### config.mk
export PLATFORM = sky130hd
export DESIGN_NAME = hub_port_ctrl
export DESIGN_NICKNAME = d
export VERILOG_FILES = /design/src/hub_port_pkg.sv /design/src/hub_port_ctrl.sv
export SDC_FILE = /design/constraint.sdc
export NUM_CORES = 1
export LEC_CHECK = 0
export BUFFER_PORTS_ARGS = -buffer_cell sky130_fd_sc_hd__buf_4
export CAP_MARGIN = 20
export CORE_MARGIN = 2
export CORE_UTILIZATION = 40
export CTS_BUF_LIST = sky130_fd_sc_hd__clkbuf_8
export CTS_CLUSTER_DIAMETER = 100
export DETAILED_ROUTE_END_ITERATION = 10
export HOLD_SLACK_MARGIN = 0.1
export PLACE_DENSITY = 0.56
export RECOVER_POWER = 50
export SLEW_MARGIN = 25
export SYNTH_ARGS = -nofsm -noshare
export SYNTH_HDL_FRONTEND = slang
export SYNTH_SLANG_ARGS = --single-unit
### constraint.sdc
create_clock -name clk_sys_i -period 3.35 [get_ports clk_sys_i]
set_input_delay 0.1675 -clock clk_sys_i [delete_from_list [all_inputs] [get_ports clk_sys_i]]
set_output_delay 0.1675 -clock clk_sys_i [all_outputs]
set_load 0.05 [all_outputs]
### src/hub_port_pkg.sv
// hub_port_pkg: constants, states and carriers of the hub port controller.
// assumes a single 125 MHz core clock shared by every user of the package.
package hub_port_pkg;

  // core clock and derived timing
  localparam int CLK_MHZ = 125;
  localparam int OC_DELAY_MS = 3;
  localparam int OC_DELAY_CYCLES = OC_DELAY_MS * CLK_MHZ * 1000;
  localparam int PORT_RESET_MS = 10;
  localparam int PORT_RESET_CYCLES = PORT_RESET_MS * CLK_MHZ * 1000;
  localparam int OC_FILTER_CYCLES = 16;
  localparam int BOOT_WAIT = 3;
  localparam int TMR_W = 21;
  localparam int NPORTS = 4;

  // register offsets, byte addresses
  localparam logic [7:0] REG_STATUS = 8'h00;
  localparam logic [7:0] REG_ADDRESS = 8'h04;
  localparam logic [7:0] REG_CONFIG = 8'h08;
  localparam logic [7:0] REG_COMMAND = 8'h0c;
  localparam logic [7:0] REG_CHANGE = 8'h10;
  localparam logic [7:0] REG_PORTS = 8'h14;
  localparam logic [7:0] REG_HUB_CHAR = 8'h18;

  // command register fields
  localparam int CMD_CODE_LSB = 0;
  localparam int CMD_PORT_LSB = 4;
  localparam int CMD_COLOUR_LSB = 8;
  localparam logic [3:0] CMD_SET_POWER = 4'h1;
  localparam logic [3:0] CMD_CLEAR_POWER = 4'h2;
  localparam logic [3:0] CMD_SET_RESET = 4'h3;
  localparam logic [3:0] CMD_CLEAR_ENABLE = 4'h4;
  localparam logic [3:0] CMD_SET_SUSPEND = 4'h5;
  localparam logic [3:0] CMD_CLEAR_SUSPEND = 4'h6;
  localparam logic [3:0] CMD_SET_INDICATOR = 4'h7;

  // indicator selectors: zero returns a port to automatic
  localparam logic [1:0] IND_AUTO = 2'h0;
  localparam logic [1:0] IND_AMBER = 2'h1;
  localparam logic [1:0] IND_GREEN = 2'h2;

  // hub characteristics: indicator bit 7, bit 0 marks per-port power
  localparam logic [15:0] HUB_CHAR_DEFAULT = 16'h0080;
  localparam int HUB_CHAR_INDIV_BIT = 0;

  // line states seen from the downstream transceiver
  localparam logic [1:0] LS_J = 2'h1;
  localparam logic [1:0] LS_K = 2'h2;

  typedef enum logic [1:0] {
    UP_DETACHED = 2'b00,
    UP_WAIT_RESET = 2'b01,
    UP_DEFAULT = 2'b10
  } up_state_t;

  typedef enum logic [2:0] {
    P_UNPOWERED = 3'b000,
    P_POWERED = 3'b001,
    P_DISABLED = 3'b010,
    P_RESETTING = 3'b011,
    P_ENABLED = 3'b100,
    P_SUSPENDED = 3'b101
  } port_state_t;

  typedef struct packed {
    logic [7:0] addr;
    logic [31:0] wdata;
    logic we;
    logic re;
  } reg_req_t;

  typedef struct packed {
    logic gang;
    logic active_high;
    logic [1:0] count_m1;
    logic [3:0] fixed;
  } straps_t;

  typedef struct packed {
    port_state_t st;
    logic [TMR_W-1:0] tmr;
    logic [TMR_W-1:0] oc_tmr;
    logic [1:0] ls_s1;
    logic [1:0] ls_s2;
    logic att_s1;
    logic att_s2;
    logic oc_s1;
    logic oc_s2;
    logic [4:0] oc_cnt;
    logic oc_flt;
    logic oc_pend;
    logic oc_stat;
    logic err;
    logic [1:0] colour;
  } port_t;

  typedef struct packed {
    port_t [NPORTS-1:0] port;
    straps_t strap_s1;
    straps_t strap_s2;
    logic [1:0] boot;
    logic loaded;
    logic from_ee;
    logic ee_bad;
    logic ee_first;
    logic [7:0] ee_sum;
    logic [7:0] ee_cfg;
    logic [2:0] nports;
    logic [3:0] removable;
    up_state_t up;
    logic [6:0] address;
    logic [7:0] cfg_value;
    logic bab_win;
    logic [NPORTS-1:0] chg;
    logic [NPORTS-1:0] pwr;
    logic [NPORTS-1:0] se0;
    logic [NPORTS-1:0] led_g;
    logic [NPORTS-1:0] led_a;
    logic wake;
    logic [31:0] rdata;
  } state_t;

endpackage : hub_port_pkg

### src/hub_port_ctrl.sv
// hub_port_ctrl: hub control for up to four downstream ports, with boot
// configuration, upstream attach state, port machines, power and leds.
// assumes frame, repeater and bus reset strobes come from core-clock logic;
// strap, attach, line state and overcurrent pins are asynchronous.
`timescale 1ns/1ps

// Overview of operation
// - configuration from straps/defaults, or eeprom only after checksum passes
// - pull-up on once configuration is loaded, then wait for bus reset
// - bus reset clears address and configuration value to zero
// - full hub behaviour only with a nonzero configuration set by host
// - upstream repeater traffic blocked from ports not cleanly enabled
// - four ports; usable count and removable mask from eeprom or straps
// - unconfigured hub drives SE0 and keeps every port unpowered
// - configured hub releases lines; SetPortPower powers the named port if within the usable count
// - connect, disconnect and port changes flagged on endpoint 1 map
// - port reset drives reset, then enables, then arms babble checks
// - non-idle line after EOF2 on an enabled port disables it
// - ClearPortEnable disables the named port
// - SetPortSuspend suspends only the named port
// - remote wake: change flag if hub active, forwarded if suspended
// - ClearPortSuspend resumes the named suspended port
// - strap selects ganged or per-port power switch control
// - strap selects active level of power switch enables
// - overcurrent reported to host and power switch enable dropped
// - enable drops three to four milliseconds after overcurrent seen
// - hub characteristics advertise indicators in bit 7
// - indicators start automatic: green, amber or off by port status
// - all indicators off while the hub is suspended
module hub_port_ctrl #(
  parameter int RESET_CYCLES = hub_port_pkg::PORT_RESET_CYCLES,
  parameter int OC_CYCLES = hub_port_pkg::OC_DELAY_CYCLES
) (
  input wire logic clk_sys_i,
  input wire logic resetn_i,
  input wire hub_port_pkg::reg_req_t reg_req_i,
  output logic [31:0] reg_rdata_o,
  input wire logic ee_absent_i,
  input wire logic ee_valid_i,
  input wire logic [7:0] ee_data_i,
  input wire logic ee_last_i,
  input wire hub_port_pkg::straps_t straps_i,
  input wire logic usb_bus_reset_i,
  input wire logic hub_suspend_i,
  input wire logic frame_eof2_i,
  input wire logic frame_sof_i,
  input wire logic rpt_up_active_i,
  input wire logic [1:0] rpt_up_src_i,
  input wire logic [3:0] dn_attach_i,
  input wire logic [3:0][1:0] dn_linestate_i,
  input wire logic [3:0] port_overcurrent_sense_n_i,
  output logic up_pullup_en_o,
  output logic up_tx_block_o,
  output logic remote_wake_o,
  output logic hub_configured_o,
  output logic [4:0] ep1_change_map_o,
  output logic [15:0] hub_char_o,
  output logic [3:0] dn_se0_o,
  output logic [3:0] port_power_switch_enable_o,
  output logic [3:0] led_green_o,
  output logic [3:0] led_amber_o
);

  localparam int NP = hub_port_pkg::NPORTS;
  localparam int TW = hub_port_pkg::TMR_W;

  hub_port_pkg::state_t s;
  hub_port_pkg::state_t n;
  logic configured;
  logic [NP-1:0] kill;
  logic [NP-1:0] port_kill;
  logic [NP-1:0] port_on;
  logic cmd_ok;
  logic [3:0] cmd_code;
  logic [1:0] cmd_port;
  logic [1:0] cmd_colour;

  assign configured = (s.up == hub_port_pkg::UP_DEFAULT) &&
                      (s.cfg_value != 8'h00);

  // host requests reach ports only on a configured hub
  assign cmd_ok = reg_req_i.we && configured &&
                  (reg_req_i.addr == hub_port_pkg::REG_COMMAND);
  assign cmd_code = reg_req_i.wdata[hub_port_pkg::CMD_CODE_LSB +: 4];
  assign cmd_port = reg_req_i.wdata[hub_port_pkg::CMD_PORT_LSB +: 2];
  assign cmd_colour = reg_req_i.wdata[hub_port_pkg::CMD_COLOUR_LSB +: 2];

  // overcurrent shutdown strobe per port; ganged mode shares one switch
  genvar g;
  generate
    for (g = 0; g < NP; g++) begin : g_port
      assign kill[g] = s.port[g].oc_pend && (s.port[g].oc_tmr == TW'(1));
      assign port_kill[g] = s.strap_s2.gang ? (|kill) : kill[g];
      assign port_on[g] = s.port[g].st != hub_port_pkg::P_UNPOWERED;
    end
  endgenerate

  // next-state of the whole block
  always_comb begin
    logic usable;
    logic me;
    logic [8:0] sum9;
    n = s;
    usable = 1'b0;
    me = 1'b0;
    sum9 = '0;
    n.rdata = '0;
    n.wake = 1'b0;
    n.strap_s1 = straps_i;
    n.strap_s2 = s.strap_s1;
    if (s.boot != 2'(hub_port_pkg::BOOT_WAIT)) begin
      n.boot = s.boot + 2'd1;
    end

    if (!s.loaded && s.boot == 2'(hub_port_pkg::BOOT_WAIT)) begin
      if (ee_absent_i) begin
        n.loaded = 1'b1;
        n.nports = {1'b0, s.strap_s2.count_m1} + 3'd1;
        n.removable = ~s.strap_s2.fixed;
      end else if (ee_valid_i) begin
        sum9 = {1'b0, s.ee_sum} + {1'b0, ee_data_i};
        n.ee_sum = sum9[7:0];
        n.ee_first = 1'b0;
        if (s.ee_first) begin
          n.ee_cfg = ee_data_i;
        end
        if (ee_last_i) begin
          n.loaded = 1'b1;
          if (sum9[7:0] == 8'h00 && !s.ee_first &&
              s.ee_cfg[2:0] != 3'd0 && s.ee_cfg[2:0] <= 3'(NP)) begin
            n.from_ee = 1'b1;
            n.nports = s.ee_cfg[2:0];
            n.removable = s.ee_cfg[7:4];
          end else begin
            n.ee_bad = 1'b1;
            n.nports = {1'b0, s.strap_s2.count_m1} + 3'd1;
            n.removable = ~s.strap_s2.fixed;
          end
        end
      end
    end

    case (s.up)
      hub_port_pkg::UP_DETACHED: begin
        if (s.loaded) begin
          n.up = hub_port_pkg::UP_WAIT_RESET;
        end
      end
      hub_port_pkg::UP_WAIT_RESET: begin
        if (usb_bus_reset_i) begin
          n.up = hub_port_pkg::UP_DEFAULT;
        end
      end
      hub_port_pkg::UP_DEFAULT: begin
      end
      default: begin
        n.up = hub_port_pkg::UP_DETACHED;
      end
    endcase

    // address and configuration written by the enumeration firmware
    if (reg_req_i.we && s.up == hub_port_pkg::UP_DEFAULT) begin
      if (reg_req_i.addr == hub_port_pkg::REG_ADDRESS) begin
        n.address = reg_req_i.wdata[6:0];
      end
      if (reg_req_i.addr == hub_port_pkg::REG_CONFIG) begin
        n.cfg_value = reg_req_i.wdata[7:0];
      end
    end
    if (usb_bus_reset_i) begin
      n.address = '0;
      n.cfg_value = '0;
    end

    // babble window runs from EOF2 to the next start of frame
    if (frame_eof2_i) begin
      n.bab_win = 1'b1;
    end else if (frame_sof_i) begin
      n.bab_win = 1'b0;
    end

    // change bits: write one to clear, a new event in the same cycle wins
    if (reg_req_i.we && reg_req_i.addr == hub_port_pkg::REG_CHANGE) begin
      n.chg = s.chg & ~reg_req_i.wdata[4:1];
    end

    for (int p = 0; p < NP; p++) begin
      usable = 3'(p) < s.nports;
      me = cmd_ok && (cmd_port == 2'(p));
      // pin synchronisers, second stage only is read
      n.port[p].ls_s1 = dn_linestate_i[p];
      n.port[p].ls_s2 = s.port[p].ls_s1;
      n.port[p].att_s1 = dn_attach_i[p];
      n.port[p].att_s2 = s.port[p].att_s1;
      n.port[p].oc_s1 = ~port_overcurrent_sense_n_i[p];
      n.port[p].oc_s2 = s.port[p].oc_s1;

      if (s.port[p].oc_s2 == s.port[p].oc_flt) begin
        n.port[p].oc_cnt = '0;
      end else if (s.port[p].oc_cnt ==
                   5'(hub_port_pkg::OC_FILTER_CYCLES - 1)) begin
        n.port[p].oc_cnt = '0;
        n.port[p].oc_flt = s.port[p].oc_s2;
        n.port[p].oc_stat = s.port[p].oc_s2;
        if (s.port[p].oc_s2) begin
          n.chg[p] = 1'b1;
          if (port_on[p]) begin
            n.port[p].oc_pend = 1'b1;
            n.port[p].oc_tmr = TW'(OC_CYCLES);
          end
        end
      end else begin
        n.port[p].oc_cnt = s.port[p].oc_cnt + 5'd1;
      end
      if (s.port[p].oc_pend) begin
        n.port[p].oc_tmr = s.port[p].oc_tmr - TW'(1);
        if (kill[p]) begin
          n.port[p].oc_pend = 1'b0;
        end
      end

      if (me && cmd_code == hub_port_pkg::CMD_SET_INDICATOR) begin
        n.port[p].colour = cmd_colour;
      end

      case (s.port[p].st)
        hub_port_pkg::P_UNPOWERED: begin
          if (me && usable && cmd_code == hub_port_pkg::CMD_SET_POWER) begin
            n.port[p].st = hub_port_pkg::P_POWERED;
            n.port[p].err = 1'b0;
          end
        end
        hub_port_pkg::P_POWERED: begin
          if (s.port[p].att_s2) begin
            n.port[p].st = hub_port_pkg::P_DISABLED;
            n.chg[p] = 1'b1;
          end
        end
        hub_port_pkg::P_DISABLED: begin
          if (me && cmd_code == hub_port_pkg::CMD_SET_RESET) begin
            n.port[p].st = hub_port_pkg::P_RESETTING;
            n.port[p].tmr = TW'(RESET_CYCLES);
            n.port[p].err = 1'b0;
            n.port[p].colour = hub_port_pkg::IND_AUTO;
          end
        end
        hub_port_pkg::P_RESETTING: begin
          n.port[p].tmr = s.port[p].tmr - TW'(1);
          if (s.port[p].tmr == TW'(1)) begin
            n.port[p].st = hub_port_pkg::P_ENABLED;
            n.chg[p] = 1'b1;
          end
        end
        hub_port_pkg::P_ENABLED: begin
          if (s.bab_win && s.port[p].ls_s2 != hub_port_pkg::LS_J) begin
            n.port[p].st = hub_port_pkg::P_DISABLED;
            n.port[p].err = 1'b1;
            n.chg[p] = 1'b1;
          end else if (me && cmd_code == hub_port_pkg::CMD_CLEAR_ENABLE) begin
            n.port[p].st = hub_port_pkg::P_DISABLED;
          end else if (me && cmd_code == hub_port_pkg::CMD_SET_SUSPEND) begin
            n.port[p].st = hub_port_pkg::P_SUSPENDED;
          end
        end
        hub_port_pkg::P_SUSPENDED: begin
          if (me && cmd_code == hub_port_pkg::CMD_CLEAR_SUSPEND) begin
            n.port[p].st = hub_port_pkg::P_ENABLED;
          end else if (me && cmd_code == hub_port_pkg::CMD_CLEAR_ENABLE) begin
            n.port[p].st = hub_port_pkg::P_DISABLED;
          end else if (s.port[p].ls_s2 == hub_port_pkg::LS_K) begin
            n.port[p].st = hub_port_pkg::P_ENABLED;
            if (hub_suspend_i) begin
              n.wake = 1'b1;
            end else begin
              n.chg[p] = 1'b1;
            end
          end
        end
        default: begin
          n.port[p].st = hub_port_pkg::P_UNPOWERED;
        end
      endcase

      if (s.port[p].st > hub_port_pkg::P_POWERED && !s.port[p].att_s2) begin
        n.port[p].st = hub_port_pkg::P_POWERED;
        n.chg[p] = 1'b1;
      end
      if (port_on[p] && me && cmd_code == hub_port_pkg::CMD_CLEAR_POWER) begin
        n.port[p].st = hub_port_pkg::P_UNPOWERED;
      end
      if (port_kill[p] && port_on[p]) begin
        n.port[p].st = hub_port_pkg::P_UNPOWERED;
        n.port[p].err = 1'b1;
      end
      if (!configured || usb_bus_reset_i) begin
        n.port[p].st = hub_port_pkg::P_UNPOWERED;
        n.port[p].oc_pend = 1'b0;
      end

      // SE0 until configured, also during port reset
      n.se0[p] = !configured || (s.port[p].st == hub_port_pkg::P_RESETTING);
      // power drive, ganged or per port
      n.pwr[p] = (s.strap_s2.gang ? (|port_on) : port_on[p]) ^
                 ~s.strap_s2.active_high;

      if (hub_suspend_i) begin
        n.led_g[p] = 1'b0;
        n.led_a[p] = 1'b0;
      end else if (s.port[p].colour != hub_port_pkg::IND_AUTO) begin
        n.led_g[p] = s.port[p].colour == hub_port_pkg::IND_GREEN;
        n.led_a[p] = s.port[p].colour == hub_port_pkg::IND_AMBER;
      end else begin
        n.led_a[p] = s.port[p].err || s.port[p].oc_stat;
        n.led_g[p] = !n.led_a[p] &&
                     (s.port[p].st == hub_port_pkg::P_ENABLED ||
                      s.port[p].st == hub_port_pkg::P_SUSPENDED);
      end
    end

    // read data, valid only in the cycle after the strobe
    if (reg_req_i.re) begin
      case (reg_req_i.addr)
        hub_port_pkg::REG_STATUS: begin
          n.rdata = {18'h00000, s.removable, 1'b0, s.nports, configured,
                     s.up, s.ee_bad, s.from_ee, s.loaded};
        end
        hub_port_pkg::REG_ADDRESS: begin
          n.rdata = {25'h0000000, s.address};
        end
        hub_port_pkg::REG_CONFIG: begin
          n.rdata = {24'h000000, s.cfg_value};
        end
        hub_port_pkg::REG_CHANGE: begin
          n.rdata = {27'h0000000, s.chg, 1'b0};
        end
        hub_port_pkg::REG_PORTS: begin
          for (int p = 0; p < NP; p++) begin
            n.rdata[p*8 +: 8] = {s.port[p].colour, s.port[p].err,
                                 s.port[p].oc_stat, 1'b0, s.port[p].st};
          end
        end
        hub_port_pkg::REG_HUB_CHAR: begin
          n.rdata = {16'h0000, hub_char_o};
        end
        default: begin
          n.rdata = '0;
        end
      endcase
    end
  end

  // single state register
  always_ff @(posedge clk_sys_i or negedge resetn_i) begin
    if (!resetn_i) begin
      s <= '0;
      s.ee_first <= 1'b1;
      s.se0 <= '1;
    end else begin
      s <= n;
    end
  end

  // outputs
  assign reg_rdata_o = s.rdata;
  assign up_pullup_en_o = s.up != hub_port_pkg::UP_DETACHED;
  assign hub_configured_o = configured;
  assign remote_wake_o = s.wake;
  assign ep1_change_map_o = {s.chg, 1'b0};
  assign dn_se0_o = s.se0;
  assign port_power_switch_enable_o = s.pwr;
  assign led_green_o = s.led_g;
  assign led_amber_o = s.led_a;
  assign hub_char_o = hub_port_pkg::HUB_CHAR_DEFAULT |
    (16'(!s.strap_s2.gang) << hub_port_pkg::HUB_CHAR_INDIV_BIT);
  // block upstream repeat from ports not enabled
  assign up_tx_block_o = rpt_up_active_i &&
    (s.port[rpt_up_src_i].st != hub_port_pkg::P_ENABLED);
endmodule : hub_port_ctrl

[Word level (Yosys, flattened, before mapping)]
Index checks and enable logic that the tools add are counted.
Storage, ports and cells
  flip-flop bits (word level): 368
Cells by class
  $add $sub $neg: 15
  order comparisons: 10
  equal/unequal tests: 119
  muxes and demuxes: 263
  bitwise logic cells: 19
  reductions and logical operators: 170
Operators with widths (count)
  $mux 21: 20
  $pmux 32 s6: 1
  $mux 3: 57
  $eq 21x1->1 const B: 8
  $pmux 21 s2: 4
  $sub 21x1->21 const B: 8
  $bmux 64 s2: 1
  $mux 1: 125
  $mux 24: 4
  $ne 6x6->1 const B: 16
  $pmux 3 s6: 4
  $logic_and 1x1->1: 70
  $mux 64: 1
  $ne 8x8->1 const B: 8
  $reduce_bool 2->1: 27
  $mux 5: 8
  $ne 3x3->1 const B: 13
  $mux 2: 18
  $reduce_and 4->1: 9
  $mux 32: 1
  $mux 15: 2
  $mux 7: 4
  $mux 27: 1
  $eq 2x2->1 const B: 12
  other kinds (45): 174

[Logic depth before layout (Yosys ltp)]
  depth after elaboration: 24
  depth in mapped cells: 10
  mapped depth without buffers: 10

[Worst setup path after synthesis]
OpenSTA, ideal clock, no wires.
  path kind: input -> register
  from: input port reg_req_i[34] (netlist name)
  to: register s[177] (netlist name)
  setup time: 87 ps
  arrival: 2644 ps
  data required time: 3263 ps
  setup slack: 619 ps
  stages: 7
  cells stage by stage: or4_4 -> or4b_4 -> or4_4 -> o22ai_2 -> nor4b_4 -> mux2_4 -> a211oi_2
Between the ends
  cells in the longest elaborated chain, start to end: 11
  elaborated cells between the ends (all ways): 27
  classes of those cells: eq/ne (7); mux (9); reduce/logical (11)
Ends and longest elaborated chain
  from (decl): line hub_port_ctrl.sv:36  | input wire hub_port_pkg::reg_req_t reg_req_i,
  $eq 8x4->1 *: line hub_port_ctrl.sv:83  | (reg_req_i.addr == hub_port_pkg::REG_COMMAND);
  $logic_and 1x1->1 *: line hub_port_ctrl.sv:82  | assign cmd_ok = reg_req_i.we && configured &&
  $logic_and 1x1->1 *: line hub_port_ctrl.sv:189  | me = cmd_ok && (cmd_port == 2'(p));
  $logic_and 1x1->1: line hub_port_ctrl.sv:259, hub_port_ctrl.sv:268
  $mux 3, on equally long branches: line hub_port_ctrl.sv:268, hub_port_ctrl.sv:259
  $mux 3, on equally long branches: line hub_port_ctrl.sv:266, hub_port_ctrl.sv:255
  $pmux 3 s6: line hub_port_ctrl.sv:226  | case (s.port[p].st)
  $mux 3: line hub_port_ctrl.sv:284  | if (s.port[p].st > hub_port_pkg::P_POWERED && !s.port[p].att_s2) begin
  $mux 3: line hub_port_ctrl.sv:288  | if (port_on[p] && me && cmd_code == hub_port_pkg::CMD_CLEAR_POWER) begin
  $mux 3: line hub_port_ctrl.sv:291  | if (port_kill[p] && port_on[p]) begin
  $mux 3: line hub_port_ctrl.sv:295  | if (!configured || usb_bus_reset_i) begin
  to (signal assigned): line hub_port_ctrl.sv:359  | s <= n;
  to (decl): line hub_port_ctrl.sv:67  | hub_port_pkg::state_t s;
Mark *: on every way between the ends. The rest lies on a longest branch, timed or not.
A chain may end at the register's enable or synchronous reset.

==> results.json <==
{
  "grt_pass1_vias": 13900,
  "root_buffer": "clkbuf_8",
  "fp.dieW_microns": 217,
  "worst_slack_ns": 0.173,
  "yosysUniqueCellTypes": 89,
  "die_area_sq_mm": 0.0470,
  "start_util": 0.407,
  "crit_type": "reg -> reg",
  "synth_cells": 1846,
  "avgSynthCellArea_sq_um": 9.82,
  "hpwl_microns": 32200,
  "clock_path_buffers": 3,
  "drive_gt1_frac": 0.160,
  "ys_seq_area_frac": 0.504,
  "async_flop_share": 1.00,
  "worst-path-max-fanout": 6,
  "overflow": 0,
  "hold_ws_ns": 0.159,
  "fmax_mhz": 315,
  "finalHoldViolCount": 0,
  "vias": 14100,
  "setup_violations": 0,
  "power_uw": 10100,
  "rsz0062_at_grt": "false",
  "critPathSlowestCell": "dlygate4sd3_1",
  "syn-cell-area_sq_mm": 0.0181,
  "grt_pass1_wl_microns": 74700,
  "fin_crit_ns": 3.18,
  "critical_path_required_ns": 3.92,
  "p_int_uw": 7520,
  "clkLatencyLatePin_ns": 0.65,
  "p_comb_frac": 0.093,
  "h-tree-depth": 3,
  "status": "finished, violations left",
  "setup_tns_ns": 0,
  "hold_path_class": "in -> reg",
  "port-buffer-count": 118,
  "cp_common_cell": "dlygate4sd3_1",
  "slew_headroom": -0.349,
  "p_seq_frac": 0.465,
  "finalWeightedCongestion": 0.892,
  "area_delta_synth_final_pct": 18.1,
  "pre_cts_ws_ns": 0.329,
  "cts.clk_slew.worst_paths_ns": 0.07,
  "vias_per_cell": 5.29,
  "antenna_left": 0,
  "cp_slowest_stage_delay_ns": 0.57,
  "synth-seq-cells": 365,
  "rows": 77,
  "ir_drop_uv": 498,
  "clkPwrFrac": 0.443,
  "r2r_cells": 9,
  "cts.sinks": 365,
  "swShare": 0.257,
  "wl_microns": 46000,
  "cts_tree": "yes",
  "antenna_found_initial": 0,
  "coreArea_sq_mm": 0.0445,
  "critPathArrivalTime_ns": 3.75,
  "leakagePower_uw": 0.00992,
  "cts_made_buffers": 67,
  "skew_ns": 0.0430,
  "tightest_slew_ns": 2.02,
  "fin_nets": 2144,
  "timing.max_cap.violations": 2,
  "post-route-drc-count": 0,
  "fin_crit_sh": 0.948,
  "synth_edf_count": 0,
  "endpoint_kind": "register",
  "firstDrtPassIters": 5,
  "path_cells": "nor2b_2, o2111ai_2, buf_4, or4_4, nor2_1, nand2_1, dlygate4sd3_1, a21oi_1, dlygate4sd3_1",
  "finalMaxSlewViolations": 153,
  "power.switching_uw": 2600,
  "grt.total_usage": 0.200,
  "startpoint_type": "register",
  "violations": "max-capacitance violations, max-slew violations",
  "cts_setup_buffers": 0,
  "power.density_mw_per_mm2": 473,
  "n_antenna_cell": 0,
  "grt_max_degree": 108,
  "synth_flop_cell": "dfrtp_1",
  "yosysWarnings": 0,
  "wl_per_cell_microns": 17.3,
  "drtIter0Drc": 927,
  "fp.dieH_microns": 217,
  "worstHoldPathCells": 5,
  "pin_count": 159
}
worst paths after layout:
path / slack (ns) / from / endpoint
worst max-delay path: 0.17 / s[69] / s[116]
min in group asynchronous: 0.19 / resetn_i / s[167]
worst min register to register: 0.33 / n[323] / s[323]
max in group asynchronous: 0.66 / resetn_i / n[193]
worst min-delay path: 0.16 / reg_req_i[38] / reg_rdata_o[7]
worst max register to register: 0.17 / s[69] / s[116]
what timing repair did:
action / in CTS / in global routing
endpoints found under the hold margin: 221 / 0
resized for setup: 0 / 1
hold buffers: 60 / 0
endpoints found under the setup margin: 0 / 1
state kept, by name, summed over array words and instances, names as in the netlist:
signal / count
s: 290
reg_rdata_o: 30
n: 24
dn_se0_o: 4
ep1_change_map_o: 4
led_amber_o: 4
led_green_o: 4
port_power_switch_enable_o: 4
remote_wake_o: 1
synth_stat cells, types with 5 or more instances:
master / instances / area [sq um]
a22oi_1: 11 / 82.6
o22a_1: 6 / 52.6
a211oi_1: 10 / 75.1
mux2_2: 23 / 259
clkbuf_1: 51 / 191
nand4_1: 11 / 68.8
mux2i_1: 34 / 340
nor2b_1: 32 / 200
buf_4: 68 / 510
inv_1: 54 / 203
o21a_1: 5 / 37.5
nand2b_1: 22 / 138
nand3_1: 83 / 415
a31oi_1: 12 / 75.1
nor3_1: 78 / 390
xnor2_1: 57 / 499
nor3b_1: 11 / 82.6
buf_2: 5 / 25.0
nor4_1: 25 / 156
o31ai_1: 7 / 52.6
o21ai_0: 115 / 576
dfstp_2: 5 / 131
o22ai_1: 7 / 43.8
ha_1: 29 / 363
and3b_1: 5 / 43.8
dfrtp_1: 360 / 9010
nor2_1: 160 / 601
nand4b_1: 7 / 61.3
or3_1: 47 / 294
nand2_1: 176 / 661
a21oi_1: 79 / 395
and3_1: 38 / 238
or4_1: 30 / 225
o211ai_1: 6 / 45.0
xor2_1: 39 / 342
and2_1: 12 / 75.1
or2_2: 14 / 87.6
nand3b_1: 12 / 90.1
nor4b_1: 10 / 87.6
through the flow:
step | std cells | util | cell area, sq um
CTS | 2667 | 0.483 | 21500
detailed placement | 2491 | 0.437 | 19500
global placement | 2491 | 0.437 | 19500
floorplan | 1862 | - | 18200
global route | 2667 | 0.481 | 21400
finish | 2667 | 0.481 | 21400
kinds of logic after synthesis:
| kind of cell | share of synthesized area |
|---|---|
| fa+ha+maj | 0.0211 |
| mux | 0.0351 |
| xor+xnor | 0.0464 |
| compound gates | 0.106 |
| buf+inv | 0.0527 |
| other cells | 0.000414 |
| simple gates | 0.234 |
| flops | 0.504 |
cells in the final DEF (no fill, tap or decap), drive strengths merged, types with 7 or more instances in the layout:
cell,Yosys,routed
a211oi,11,11
a21oi,80,80
a22oi,11,11
a31oi,13,13
and2,13,13
and3,38,38
buf,76,134
clkbuf,51,115
clkinv,0,9
conb,2,18
dfrtp,360,360
dlygate4sd3,0,60
ha,29,29
inv,54,69
mux2,24,24
mux2i,34,34
nand2,176,176
nand2b,22,22
nand3,83,83
nand3b,12,12
nand4,11,11
nand4b,7,7
nor2,160,160
nor2b,32,32
nor3,78,78
nor3b,11,11
nor4,30,30
nor4b,12,12
o21ai,118,118
o22ai,8,8
o31ai,7,7
or2,14,14
or3,47,47
or4,33,33
xnor2,57,57
xor2,39,39
routing by layer:
metal,part of all wire,GRT usage
met2,0.46,0.309
met5,0,0
met4,0.031,0.0783
met1,0.46,0.275
met3,0.053,0.0421
power by group through the flow:
stage               sequential, uW  clock [uW]  combinational [uW]
floorplan                     4720           0                 621
global placement              4770           0                 887
detailed placement            4780           0                 901
CTS                           4700        4630                 958
global route                  4720        4830                1050
finish                        4700        4480                 938
final cells by class:
cell class,instances,area (sq um)
fillers,4163,23100
flip-flops and latches,365,9140
multi-input cells,1316,8090
repair buffers,224,1820
clock buffers,85,1170
well taps,592,741
clock inverters,31,244
inverters,54,203
critical path, delay by kind of cell, from the launching register on:
family	cells	cell delay, ns
and+or+nand+nor	4	1.02
AOI/OAI and AO/OA	2	0.33
DFF	1	0.45
buffers and inverters	3	1.31
Power figures use the tool's default switching activity.
